File: config.mk
export PLATFORM = sky130hd
export DESIGN_NAME = module_link_flat
export DESIGN_NICKNAME = d
export VERILOG_FILES = /design/src/rtl/host_link_pkg.sv /design/src/rtl/host_link_if.sv /design/src/rtl/module_link.sv /design/src/flat_wrapper.sv
export SDC_FILE = /design/constraint.sdc
export NUM_CORES = 1
export LEC_CHECK = 0
export BUFFER_PORTS_ARGS = -buffer_cell sky130_fd_sc_hd__buf_2
export CELL_PAD_IN_SITES_DETAIL_PLACEMENT = 2
export CELL_PAD_IN_SITES_GLOBAL_PLACEMENT = 2
export CORE_MARGIN = 1
export CORE_UTILIZATION = 35
export DETAILED_ROUTE_END_ITERATION = 10
export GPL_ROUTABILITY_DRIVEN = 0
export PLACE_DENSITY = 0.83
export SYNTH_ARGS = -nofsm -noshare
export SYNTH_HDL_FRONTEND = slang
export SYNTH_SLANG_ARGS = --single-unit
File: constraint.sdc
create_clock -name clk_i -period 4.2 [get_ports clk_i]
set_input_delay 0.21 -clock clk_i [delete_from_list [all_inputs] [get_ports clk_i]]
set_output_delay 0.21 -clock clk_i [all_outputs]
set_load 0.005 [all_outputs]
File: src/rtl/host_link_pkg.sv
// host link package: constants shared by the module end and the host end
// assumes a 250 MHz system clock on both ends
package host_link_pkg;
  localparam int unsigned CLK_HZ          = 250_000_000; // system clock rate
  localparam int unsigned BAUD_MIN        = 9600;        // slowest uart / spi rate
  localparam int unsigned BAUD_MAX        = 6_000_000;   // fastest uart / spi rate
  localparam int unsigned BAUD_DEFAULT    = 115200;      // factory uart rate
  localparam int unsigned HOST_SAFE_BAUD  = 1_000_000;   // host advised to stay below
  localparam int unsigned DIV_W           = 16;          // baud divisor width
  // divisor = rounded clock / rate; 115200 gives 2170 cycles per bit
  localparam logic [15:0] DIV_DEFAULT     = 16'((CLK_HZ + BAUD_DEFAULT / 2) / BAUD_DEFAULT);
  localparam logic [15:0] DIV_MIN         = 16'(CLK_HZ / BAUD_MAX);
  localparam logic [1:0]  SLIP_MAX        = 2'h2;        // bytes allowed after stop request
  localparam logic [1:0]  PAR_NONE        = 2'h0;        // parity encodings
  localparam logic [1:0]  PAR_ODD         = 2'h1;
  localparam logic [1:0]  PAR_EVEN        = 2'h2;
  localparam logic        DATA9_DEFAULT   = 1'b0;        // 8 data bits
  localparam logic        STOP2_DEFAULT   = 1'b0;        // one stop bit
  localparam logic        FLOW_DEFAULT    = 1'b1;        // handshake on
  localparam logic        LINK_UART       = 1'b0;        // host link select
  localparam logic        LINK_SPI        = 1'b1;
  localparam logic        UNIT_DEFAULT    = 1'b0;        // serial unit zero
  localparam logic        LOC_DEFAULT     = 1'b0;        // pin location zero
endpackage : host_link_pkg

File: src/rtl/host_link_if.sv
// host link interface: uart pins, handshake pads, spi pins and notify pad
// assumes both ends share clk; the bench resolves no tristates since all pins are one-way
`timescale 1ns/10ps
interface host_link_if;
  logic txd;            // module to host serial data
  logic rxd;            // host to module serial data
  logic handshake_pad_a; // module cts out to host, low = host may send
  logic handshake_pad_b; // host rts in, high = module must stop
  logic sclk;           // spi clock from host
  logic cs_n;           // spi chip select from host
  logic mosi;           // host to module spi data
  logic miso;           // module to host spi data
  logic miso_oe;        // module drives miso while selected
  logic host_notify_pad; // module has data queued
  modport module_end (output txd, input rxd, output handshake_pad_a, input handshake_pad_b,
                      input sclk, input cs_n, input mosi, output miso, output miso_oe,
                      output host_notify_pad);
  modport host_end (input txd, output rxd, input handshake_pad_a, output handshake_pad_b,
                    output sclk, output cs_n, output mosi, input miso, input miso_oe,
                    input host_notify_pad);
endinterface : host_link_if

File: src/rtl/module_link.sv
// module end of the host link: uart (default) or spi slave with notify pad
// assumes pins arrive asynchronously; control via plain register port; one byte buffer per direction
// Overview of operation
// - uart is active link out of reset
// - baud programmable 9600 to 6M, default 115200
// - 8/9 bits, none/odd/even parity, 1/2 stops
// - divisor rounds requested rate, small error
// - handshake default on, up to two slip bytes
// - host tolerates extra byte after stop
// - host prefers rates below 1 Mbps
// - host cts on pad a, rts on pad b
// - uart transmits and receives simultaneously
// - spi stays disabled until enabled
// - spi acts only as slave
// - spi polarity and phase configurable
// - spi words msb first
// - notify pad asserted while data queued in enabled spi mode
// - master reads when notify seen
// - no firmware update path over host link
`timescale 1ns/10ps
module module_link
  import host_link_pkg::*;
(
  // clock and reset
  input  wire logic        clk_i,
  input  wire logic        rst_i,
  // register port
  input  wire logic [3:0]  addr_i,
  input  wire logic [31:0] wdata_i,
  input  wire logic        wr_i,
  input  wire logic        rd_i,
  output logic      [31:0] rdata_o,
  // link pins
  host_link_if.module_end  link
);
  // register indexes (word addresses on the plain port)
  localparam logic [3:0] A_CTRL = 4'h0, A_DIV = 4'h1, A_TX = 4'h2, A_RX = 4'h3, A_STAT = 4'h4;
  // ctrl bits: 0 link, 1 data9, 3:2 parity, 4 stop2, 5 flow, 6 cpol, 7 cpha, 8 spi_en, 9 reads as constant 1
  typedef enum logic [2:0] {T_IDLE = 3'b001, T_SHIFT = 3'b010, T_STOP = 3'b100} tx_e;

  typedef struct packed {
    logic        link_sel; logic data9; logic [1:0] par; logic stop2; logic flow;
    logic        cpol; logic cpha; logic spi_en;
    logic [15:0] div;
    logic [8:0]  tx_buf; logic tx_full;
    logic [8:0]  rx_buf; logic rx_full; logic rx_err;
    tx_e         tst; logic [15:0] tcnt; logic [3:0] tbit; logic [11:0] tsh;
    logic [1:0]  slip;
    logic        rbusy; logic [15:0] rcnt; logic [3:0] rbit; logic [10:0] rsh;
    logic [2:0]  s1; logic [2:0] s2; logic [2:0] s3; // rxd/rts/sclk syncs
    logic [1:0]  c1; logic [1:0] c2;                 // cs_n/mosi syncs
    logic [7:0]  ssh; logic [2:0] scnt; logic miso;
    logic [31:0] rdata;
  } st_s;
  st_s r, n;

  // frame length: data bits + parity, without start and stop bits
  function automatic logic [3:0] nbits(input st_s s);
    nbits = 4'(s.data9 ? 9 : 8) + 4'(s.par != PAR_NONE);
  endfunction

  // next-state logic for registers, uart and spi slave
  always_comb begin
    logic rx_s, rts_s, sck_s, sck_p, cs_s, mosi_s, edge_s, parb, smp;
    edge_s = 1'b0; parb = 1'b0; smp = 1'b0;
    n = r;
    // two-flop syncs then one extra stage for edge detection
    n.s1 = {link.sclk, link.handshake_pad_b, link.rxd};
    n.s2 = r.s1; n.s3 = r.s2;
    n.c1 = {link.cs_n, link.mosi}; n.c2 = r.c1;
    rx_s = r.s2[0]; rts_s = r.s2[1]; sck_s = r.s2[2]; sck_p = r.s3[2];
    cs_s = r.c2[1]; mosi_s = r.c2[0];
    n.rdata = 32'h0;
    // register writes; spi enable only by explicit write
    if (wr_i) begin
      case (addr_i)
        A_CTRL: begin
          n.link_sel = wdata_i[0]; n.data9 = wdata_i[1]; n.par = wdata_i[3:2];
          n.stop2 = wdata_i[4]; n.flow = wdata_i[5]; n.cpol = wdata_i[6]; n.cpha = wdata_i[7];
          n.spi_en = wdata_i[8];
        end
        A_DIV: n.div = (wdata_i[15:0] < DIV_MIN) ? DIV_MIN : wdata_i[15:0];
        A_TX: if (!r.tx_full) begin
          n.tx_buf = wdata_i[8:0]; n.tx_full = 1'b1;
        end
        default: ;
      endcase
    end
    if (rd_i) begin
      case (addr_i)
        A_CTRL: n.rdata = {22'h0, 1'b1, r.spi_en, r.cpha, r.cpol, r.flow, r.stop2, r.par, r.data9, r.link_sel};
        A_DIV:  n.rdata = {16'h0, r.div};
        A_RX:   begin
          n.rdata = {22'h0, r.rx_err, r.rx_buf}; n.rx_full = 1'b0;
        end
        A_STAT: n.rdata = {27'h0, r.tst != T_IDLE, r.slip == SLIP_MAX, r.rx_err, r.rx_full, r.tx_full};
        default: n.rdata = 32'h0;
      endcase
    end
    // uart transmitter, runs alongside the receiver
    parb = (r.par == PAR_ODD) ? ~^r.tx_buf[7:0] ^ (r.data9 & r.tx_buf[8]) : ^r.tx_buf[7:0] ^ (r.data9 & r.tx_buf[8]);
    case (r.tst)
      T_IDLE: begin
        if (!rts_s) n.slip = 2'h0; // host grants again
        if (r.link_sel == LINK_UART && r.tx_full && (!r.flow || !rts_s || r.slip < SLIP_MAX)) begin
          if (r.flow && rts_s) n.slip = r.slip + 2'h1; // slips while stop propagates
          n.tsh = r.data9 ? {parb, r.tx_buf, 1'b0, 1'b1} : {1'b1, parb, r.tx_buf[7:0], 1'b0, 1'b1};
          n.tsh = {n.tsh[10:0], 1'b0} >> 1; // start bit in lsb
          if (r.data9) n.tsh = {1'b1, parb, r.tx_buf, 1'b0};
          else n.tsh = {2'b11, parb, r.tx_buf[7:0], 1'b0};
          if (r.par == PAR_NONE) n.tsh = r.data9 ? {2'b11, r.tx_buf, 1'b0} : {3'b111, r.tx_buf[7:0], 1'b0};
          n.tx_full = 1'b0; n.tst = T_SHIFT; n.tcnt = r.div; n.tbit = 4'h0;
        end
      end
      T_SHIFT: begin
        n.tcnt = r.tcnt - 16'h1;
        if (r.tcnt == 16'h1) begin
          n.tcnt = r.div; n.tsh = {1'b1, r.tsh[11:1]}; n.tbit = r.tbit + 4'h1;
          if (r.tbit == nbits(r)) n.tst = T_STOP;
        end
      end
      T_STOP: begin
        n.tcnt = r.tcnt - 16'h1;
        if (r.tcnt == 16'h1) begin
          n.tcnt = r.div; n.tbit = r.tbit + 4'h1;
          if (r.tbit == nbits(r) + 4'(r.stop2) + 4'h1) n.tst = T_IDLE;
        end
      end
      default: n.tst = T_IDLE;
    endcase
    // uart receiver, samples at mid-bit
    if (r.link_sel == LINK_UART) begin
      if (!r.rbusy) begin
        if (!rx_s) begin
          n.rbusy = 1'b1; n.rcnt = {1'b0, r.div[15:1]}; n.rbit = 4'h0;
        end
      end else begin
        n.rcnt = r.rcnt - 16'h1;
        if (r.rcnt == 16'h0) begin
          n.rcnt = r.div - 16'h1; n.rbit = r.rbit + 4'h1;
          n.rsh = {rx_s, r.rsh[10:1]};
          if (r.rbit == 4'h0 && rx_s) n.rbusy = 1'b0; // false start
          if (r.rbit == nbits(r) + 4'h1) begin
            n.rbusy = 1'b0; n.rx_full = 1'b1;
            n.rx_buf = r.data9 ? r.rsh[10:2] : {1'b0, r.rsh[10:3]};
            smp = r.data9 ? ^r.rsh[10:2] : ^r.rsh[10:3];
            n.rx_err = !rx_s || (r.par != PAR_NONE && (smp ^ rx_s ^ (r.par == PAR_ODD))) ;
            if (r.par != PAR_NONE) begin
              n.rx_buf = r.data9 ? r.rsh[9:1] : {1'b0, r.rsh[9:2]};
              n.rx_err = !rx_s || ((r.data9 ? ^r.rsh[9:1] : ^r.rsh[9:2]) ^ r.rsh[10] ^ (r.par == PAR_ODD));
            end
          end
        end
      end
    end
    // spi slave, msb first, mode from cpol/cpha
    edge_s = (sck_s ^ r.cpol) != (sck_p ^ r.cpol);
    if (r.link_sel == LINK_SPI && r.spi_en) begin
      if (cs_s) begin
        n.scnt = 3'h0; n.ssh = r.tx_buf[7:0]; n.miso = r.tx_buf[7];
      end else if (edge_s) begin
        if (((sck_s ^ r.cpol) == 1'b1) != r.cpha) begin // sample edge
          n.ssh = {r.ssh[6:0], mosi_s}; n.scnt = r.scnt + 3'h1;
          if (r.scnt == 3'h7) begin
            n.rx_buf = {1'b0, r.ssh[6:0], mosi_s}; n.rx_full = 1'b1; n.tx_full = 1'b0;
          end
        end else n.miso = r.ssh[7];
      end
    end
  end

  // state register
  always_ff @(posedge clk_i or posedge rst_i) begin
    if (rst_i) begin
      r <= '0;
      r.link_sel <= LINK_UART; r.flow <= FLOW_DEFAULT; r.div <= DIV_DEFAULT;
      r.data9 <= DATA9_DEFAULT; r.par <= PAR_NONE; r.stop2 <= STOP2_DEFAULT;
      // sync stages start at the idle pin levels (rxd high, rts low, sclk low): no false edge
      r.tst <= T_IDLE; r.tsh <= 12'hfff; r.s1 <= 3'h1; r.s2 <= 3'h1; r.s3 <= 3'h1;
      r.c1 <= 2'h3; r.c2 <= 2'h3;
    end else begin
      r <= n;
    end
  end

  // outputs
  assign link.txd = (r.tst == T_IDLE) ? 1'b1 : r.tsh[0];
  assign link.handshake_pad_a = r.flow & r.rx_full;
  assign link.miso = r.miso;
  assign link.miso_oe = r.link_sel == LINK_SPI && r.spi_en && !r.c2[1];
  assign link.host_notify_pad = r.link_sel == LINK_SPI && r.spi_en && r.tx_full;
  assign rdata_o = r.rdata;
endmodule : module_link

File: src/flat_wrapper.sv
// flat-port wrapper written by rule: the top's interface ports become plain ports
module module_link_flat import host_link_pkg::*;
  (clk_i, rst_i, addr_i, wdata_i, wr_i, rd_i, rdata_o, link_txd, link_rxd, link_handshake_pad_a, link_handshake_pad_b, link_sclk, link_cs_n, link_mosi, link_miso, link_miso_oe, link_host_notify_pad);
  host_link_if link_i ();
  input  wire logic clk_i;
  input  wire logic rst_i;
  input  wire logic [3:0] addr_i;
  input  wire logic [31:0] wdata_i;
  input  wire logic wr_i;
  input  wire logic rd_i;
  output logic      [31:0] rdata_o;
  output wire logic [$bits(link_i.txd)-1:0] link_txd;
  input wire logic [$bits(link_i.rxd)-1:0] link_rxd;
  output wire logic [$bits(link_i.handshake_pad_a)-1:0] link_handshake_pad_a;
  input wire logic [$bits(link_i.handshake_pad_b)-1:0] link_handshake_pad_b;
  input wire logic [$bits(link_i.sclk)-1:0] link_sclk;
  input wire logic [$bits(link_i.cs_n)-1:0] link_cs_n;
  input wire logic [$bits(link_i.mosi)-1:0] link_mosi;
  output wire logic [$bits(link_i.miso)-1:0] link_miso;
  output wire logic [$bits(link_i.miso_oe)-1:0] link_miso_oe;
  output wire logic [$bits(link_i.host_notify_pad)-1:0] link_host_notify_pad;
  assign link_txd = link_i.txd;
  assign link_i.rxd = link_rxd;
  assign link_handshake_pad_a = link_i.handshake_pad_a;
  assign link_i.handshake_pad_b = link_handshake_pad_b;
  assign link_i.sclk = link_sclk;
  assign link_i.cs_n = link_cs_n;
  assign link_i.mosi = link_mosi;
  assign link_miso = link_i.miso;
  assign link_miso_oe = link_i.miso_oe;
  assign link_host_notify_pad = link_i.host_notify_pad;
  module_link u_core (.clk_i(clk_i), .rst_i(rst_i), .addr_i(addr_i), .wdata_i(wdata_i), .wr_i(wr_i), .rd_i(rd_i), .rdata_o(rdata_o), .link(link_i));
endmodule
==> key figures <==
Clock network
  • Clock Latency Late Sink: 0.46 ns
  • Max Buffers Root-to-Sink: 2
  • Resized cells post-CTS: 0
  • Cts bufs inserted: 17
  • Total number of H-tree levels: 4
  • Clock sinks: 153
  • Post-CTS setup buffers: 0
  • CTS root buffer: clkbuf_16
  • Post-CTS Hold Buffers: 5
  • CTS tree: built
  • Clock transition at the registers of the reported paths: 0.07 ns

Yosys
  • EDFF count, synth: 0
  • Synth top area share: 37.5%
  • Fraction of registers with async set/reset: 100%
  • Synthesized instance count: 855
  • Part of the Yosys area used for sequential elements: 45.6%
  • #FFs+latches synth: 153
  • Synth area leader: dfrtp_1
  • Synth unique cells: 71
  • Top cells by area, synth: dfrtp_1 (38%), dfstp_2 (8.1%), mux2_2 (6.6%), mux2i_1 (4.7%), o21ai_0 (3.8%)
  • Ys flop type: dfrtp_1
  • Synth Warn #: 0
  • Post-Syn Area: 8470 sq um
  • Syn_area_per_cell: 9.91 sq um

Drt
  • Vias: 6,897
  • Pre-Repair DR Iteration Count: 5
  • Drt wl/cell: 23.0 um
  • DRT Wirelength: 27,900 um
  • Antenna-violating nets left: 0
  • Post-DR vias/cell: 5.69
  • DRC Markers: 0
  • First DRT Iteration DRCs: 338

Floorplan
  • Std-Cell Rows: 56
  • I/O Pins: 82
  • Die X: 158 um
  • Full die area: 24,800 sq um
  • Core outline area: 23,600 sq um
  • Die Span Y: 158 um
  • Initial Util: 35.9%

Setup path
  • R2R setup slack: 0.69 ns
  • Reg2reg start: u_core.r[83]$_DFFE_PP0P_
  • Crit Path Max Fanout: 10
  • Reg2reg end: u_core.r[84]$_DFFE_PP0P_
  • WS Path Type: reg2reg
  • WP data required: 4.54 ns
  • Largest stage delay on the critical path: 0.52 ns
  • CP startpoint kind: flop
  • Worst-case reg-to-reg path depth: 11
  • CP endpoint kind: flop
  • Cell chain of the critical path: nor2_1, nand3_1, nor2_1, a21oi_1, ha_1, or3b_2, or3_1, a31oi_1, and4_1, nand3_1, a21o_1
  • Slowest cell on crit path: dfrtp_1
  • Critical Path AT: 3.85 ns

GRT
  • Total Routing Usage GR: 23.9%
  • Initial antenna violation count: 2
  • Number of global-route vias before repair: 7,638
  • First-pass GRT wire length: 43,800 um
  • Overflow after GRT: 0
  • Largest net degree at the start of global routing: 154

Min path
  • Hold Path Class: in2async

Power and ir drop
  • PwrDens: 613 nW/um^2
  • Maximum VDD drop: 0.272 mV
  • Pleak: 0.00421 uW

Timing
  • Fin. Hold Viols: 0
  • Slew HR: 9.48%
  • Final TNS setup: 0 ns
  • Period utilization: 83.5%
  • Setup ws final: 0.692 ns
  • Count of final max-slew check failures: 0
  • Slew @ Worst Pin: 1.35 ns
  • Unrepaired setup endpoints after global routing: no
  • Fmax: 285 MHz
  • Clk_skew: 0.0140 ns
  • Fin crit period: 3.51 ns
  • Final setup fails: 0

Placement
  • Port Buffers: 49
  • Pre-CTS worst setup slack: 0.813 ns
  • Dpl hpwl: 18,800 um

Cells and area
  • P&R area growth vs syn: 11.9%
  • Leading cell types in the layout, fill and taps excluded: dfrtp_1 (127), nor2_1 (64), o21ai_0 (64), a21oi_1 (64), nand2_1 (57)
  • Final net count: 933
  • Share of cells above drive strength 1: 20.9%
  • Most common cell after layout, fill and taps aside: dfrtp_1

Run status
  • Status: complete, no violations

Run
  • Max Cap Violations: 0
metal layers:
layer / up-vias / share of wire (%) / track usage [%]
met5: - / 0 / 0
met2: 141 / 52 / 42.1
met1: 3617 / 43 / 28.8
li1: 3090 / - / -
met4: 0 / 2.3 / 9.25
met3: 49 / 3.0 / 4.02
how the worst max path moves through the flow:
stage	from	endpoint	slack, ns	cells after the start
after floorplan	u_core.r[75]$_DFFE_PP0P_	u_core.r[82]$_DFFE_PP0P_	1.04	13
after global placement	u_core.r[83]$_DFFE_PP0P_	u_core.r[84]$_DFFE_PP0P_	0.91	11
final	u_core.r[83]$_DFFE_PP0P_	u_core.r[84]$_DFFE_PP0P_	0.69	11
after CTS	u_core.r[83]$_DFFE_PP0P_	u_core.r[84]$_DFFE_PP0P_	0.73	11
after global routing	u_core.r[83]$_DFFE_PP0P_	u_core.r[84]$_DFFE_PP0P_	0.51	11
after detailed placement	u_core.r[83]$_DFFE_PP0P_	u_core.r[84]$_DFFE_PP0P_	0.81	11
cells in the mapped netlist, types with 5 or more instances:
cell type and instances:
buf_4 33, and3_1 9, inv_1 25, a22oi_1 22
dfrtp_1 127, clkbuf_1 35, a31oi_1 12, o21ai_0 65
dfstp_2 26, mux2_2 50, or3_1 5, ha_1 11
nand2b_1 8, nand3_1 17, or2_2 7, o22ai_1 5
xor2_1 13, nor3_1 24, and2_1 8, nor2_1 65
mux2i_1 40, xnor2_1 19, nor4_1 7, nand2_1 57
a21oi_1 64, a22o_1 19
where the power goes:
group	internal (uW)	switching, uW
sequential	1860	474
clock	888	702
combinational	765	1130
total	3510	2300
logic make-up (layout without fill, tap and decap cells):
logic type               Yosys count  after routing  share of synthesized area [%]
buffers and inverters            101            121                           6.41
other                              1             19                         0.0443
adder cells (fa/ha/maj)           11             11                           1.63
AO/OA/AOI/OAI                    227            227                           17.0
XOR/XNOR                          34             34                           3.84
flip-flops                       153            153                           45.6
multiplexers                      90             90                           11.4
AND/OR/NAND/NOR                  238            238                           14.1
final cells by class:
cell class	count	area, sq um
multi-input combinational	616	4140
clock inverter	9	73.8
timing repair buffer	64	383
inverter	25	97.6
tap	319	399
clock buffer	23	522
sequential	153	3860
fill	2561	14100
antenna	3	7.51
flip-flops by register name (all words and copies together) (netlist names):
register          count
u_core.link.miso      1
u_core.r            128
u_core.rdata_o       16
u_core.n              8
critical path: cells and delay by family, from the launching register on:
family | cells | cell delay, ns
adder cells (fa/ha/maj) | 1 | 0.22
flip-flops | 1 | 0.52
AND/OR/NAND/NOR | 7 | 1.88
AO/OA/AOI/OAI | 3 | 0.78
per-stage QoR:
stage / power, uW / instances / hold slack, ns / utilization [%] / cell area, sq um
after CTS: 5850 / 1209 / 0.00218 / 40.1 / 9470
final: 5820 / 1212 / 0.000236 / 40.1 / 9480
after floorplan: 3560 / 870 / 0.214 / - / 8530
after global placement: 4020 / 1172 / 0.315 / 37.4 / 8830
after global routing: 6130 / 1212 / 0.0146 / 40.1 / 9480
after detailed placement: 4170 / 1172 / 0.317 / 37.4 / 8830
Note: power is estimated with default switching activity, not from simulation.
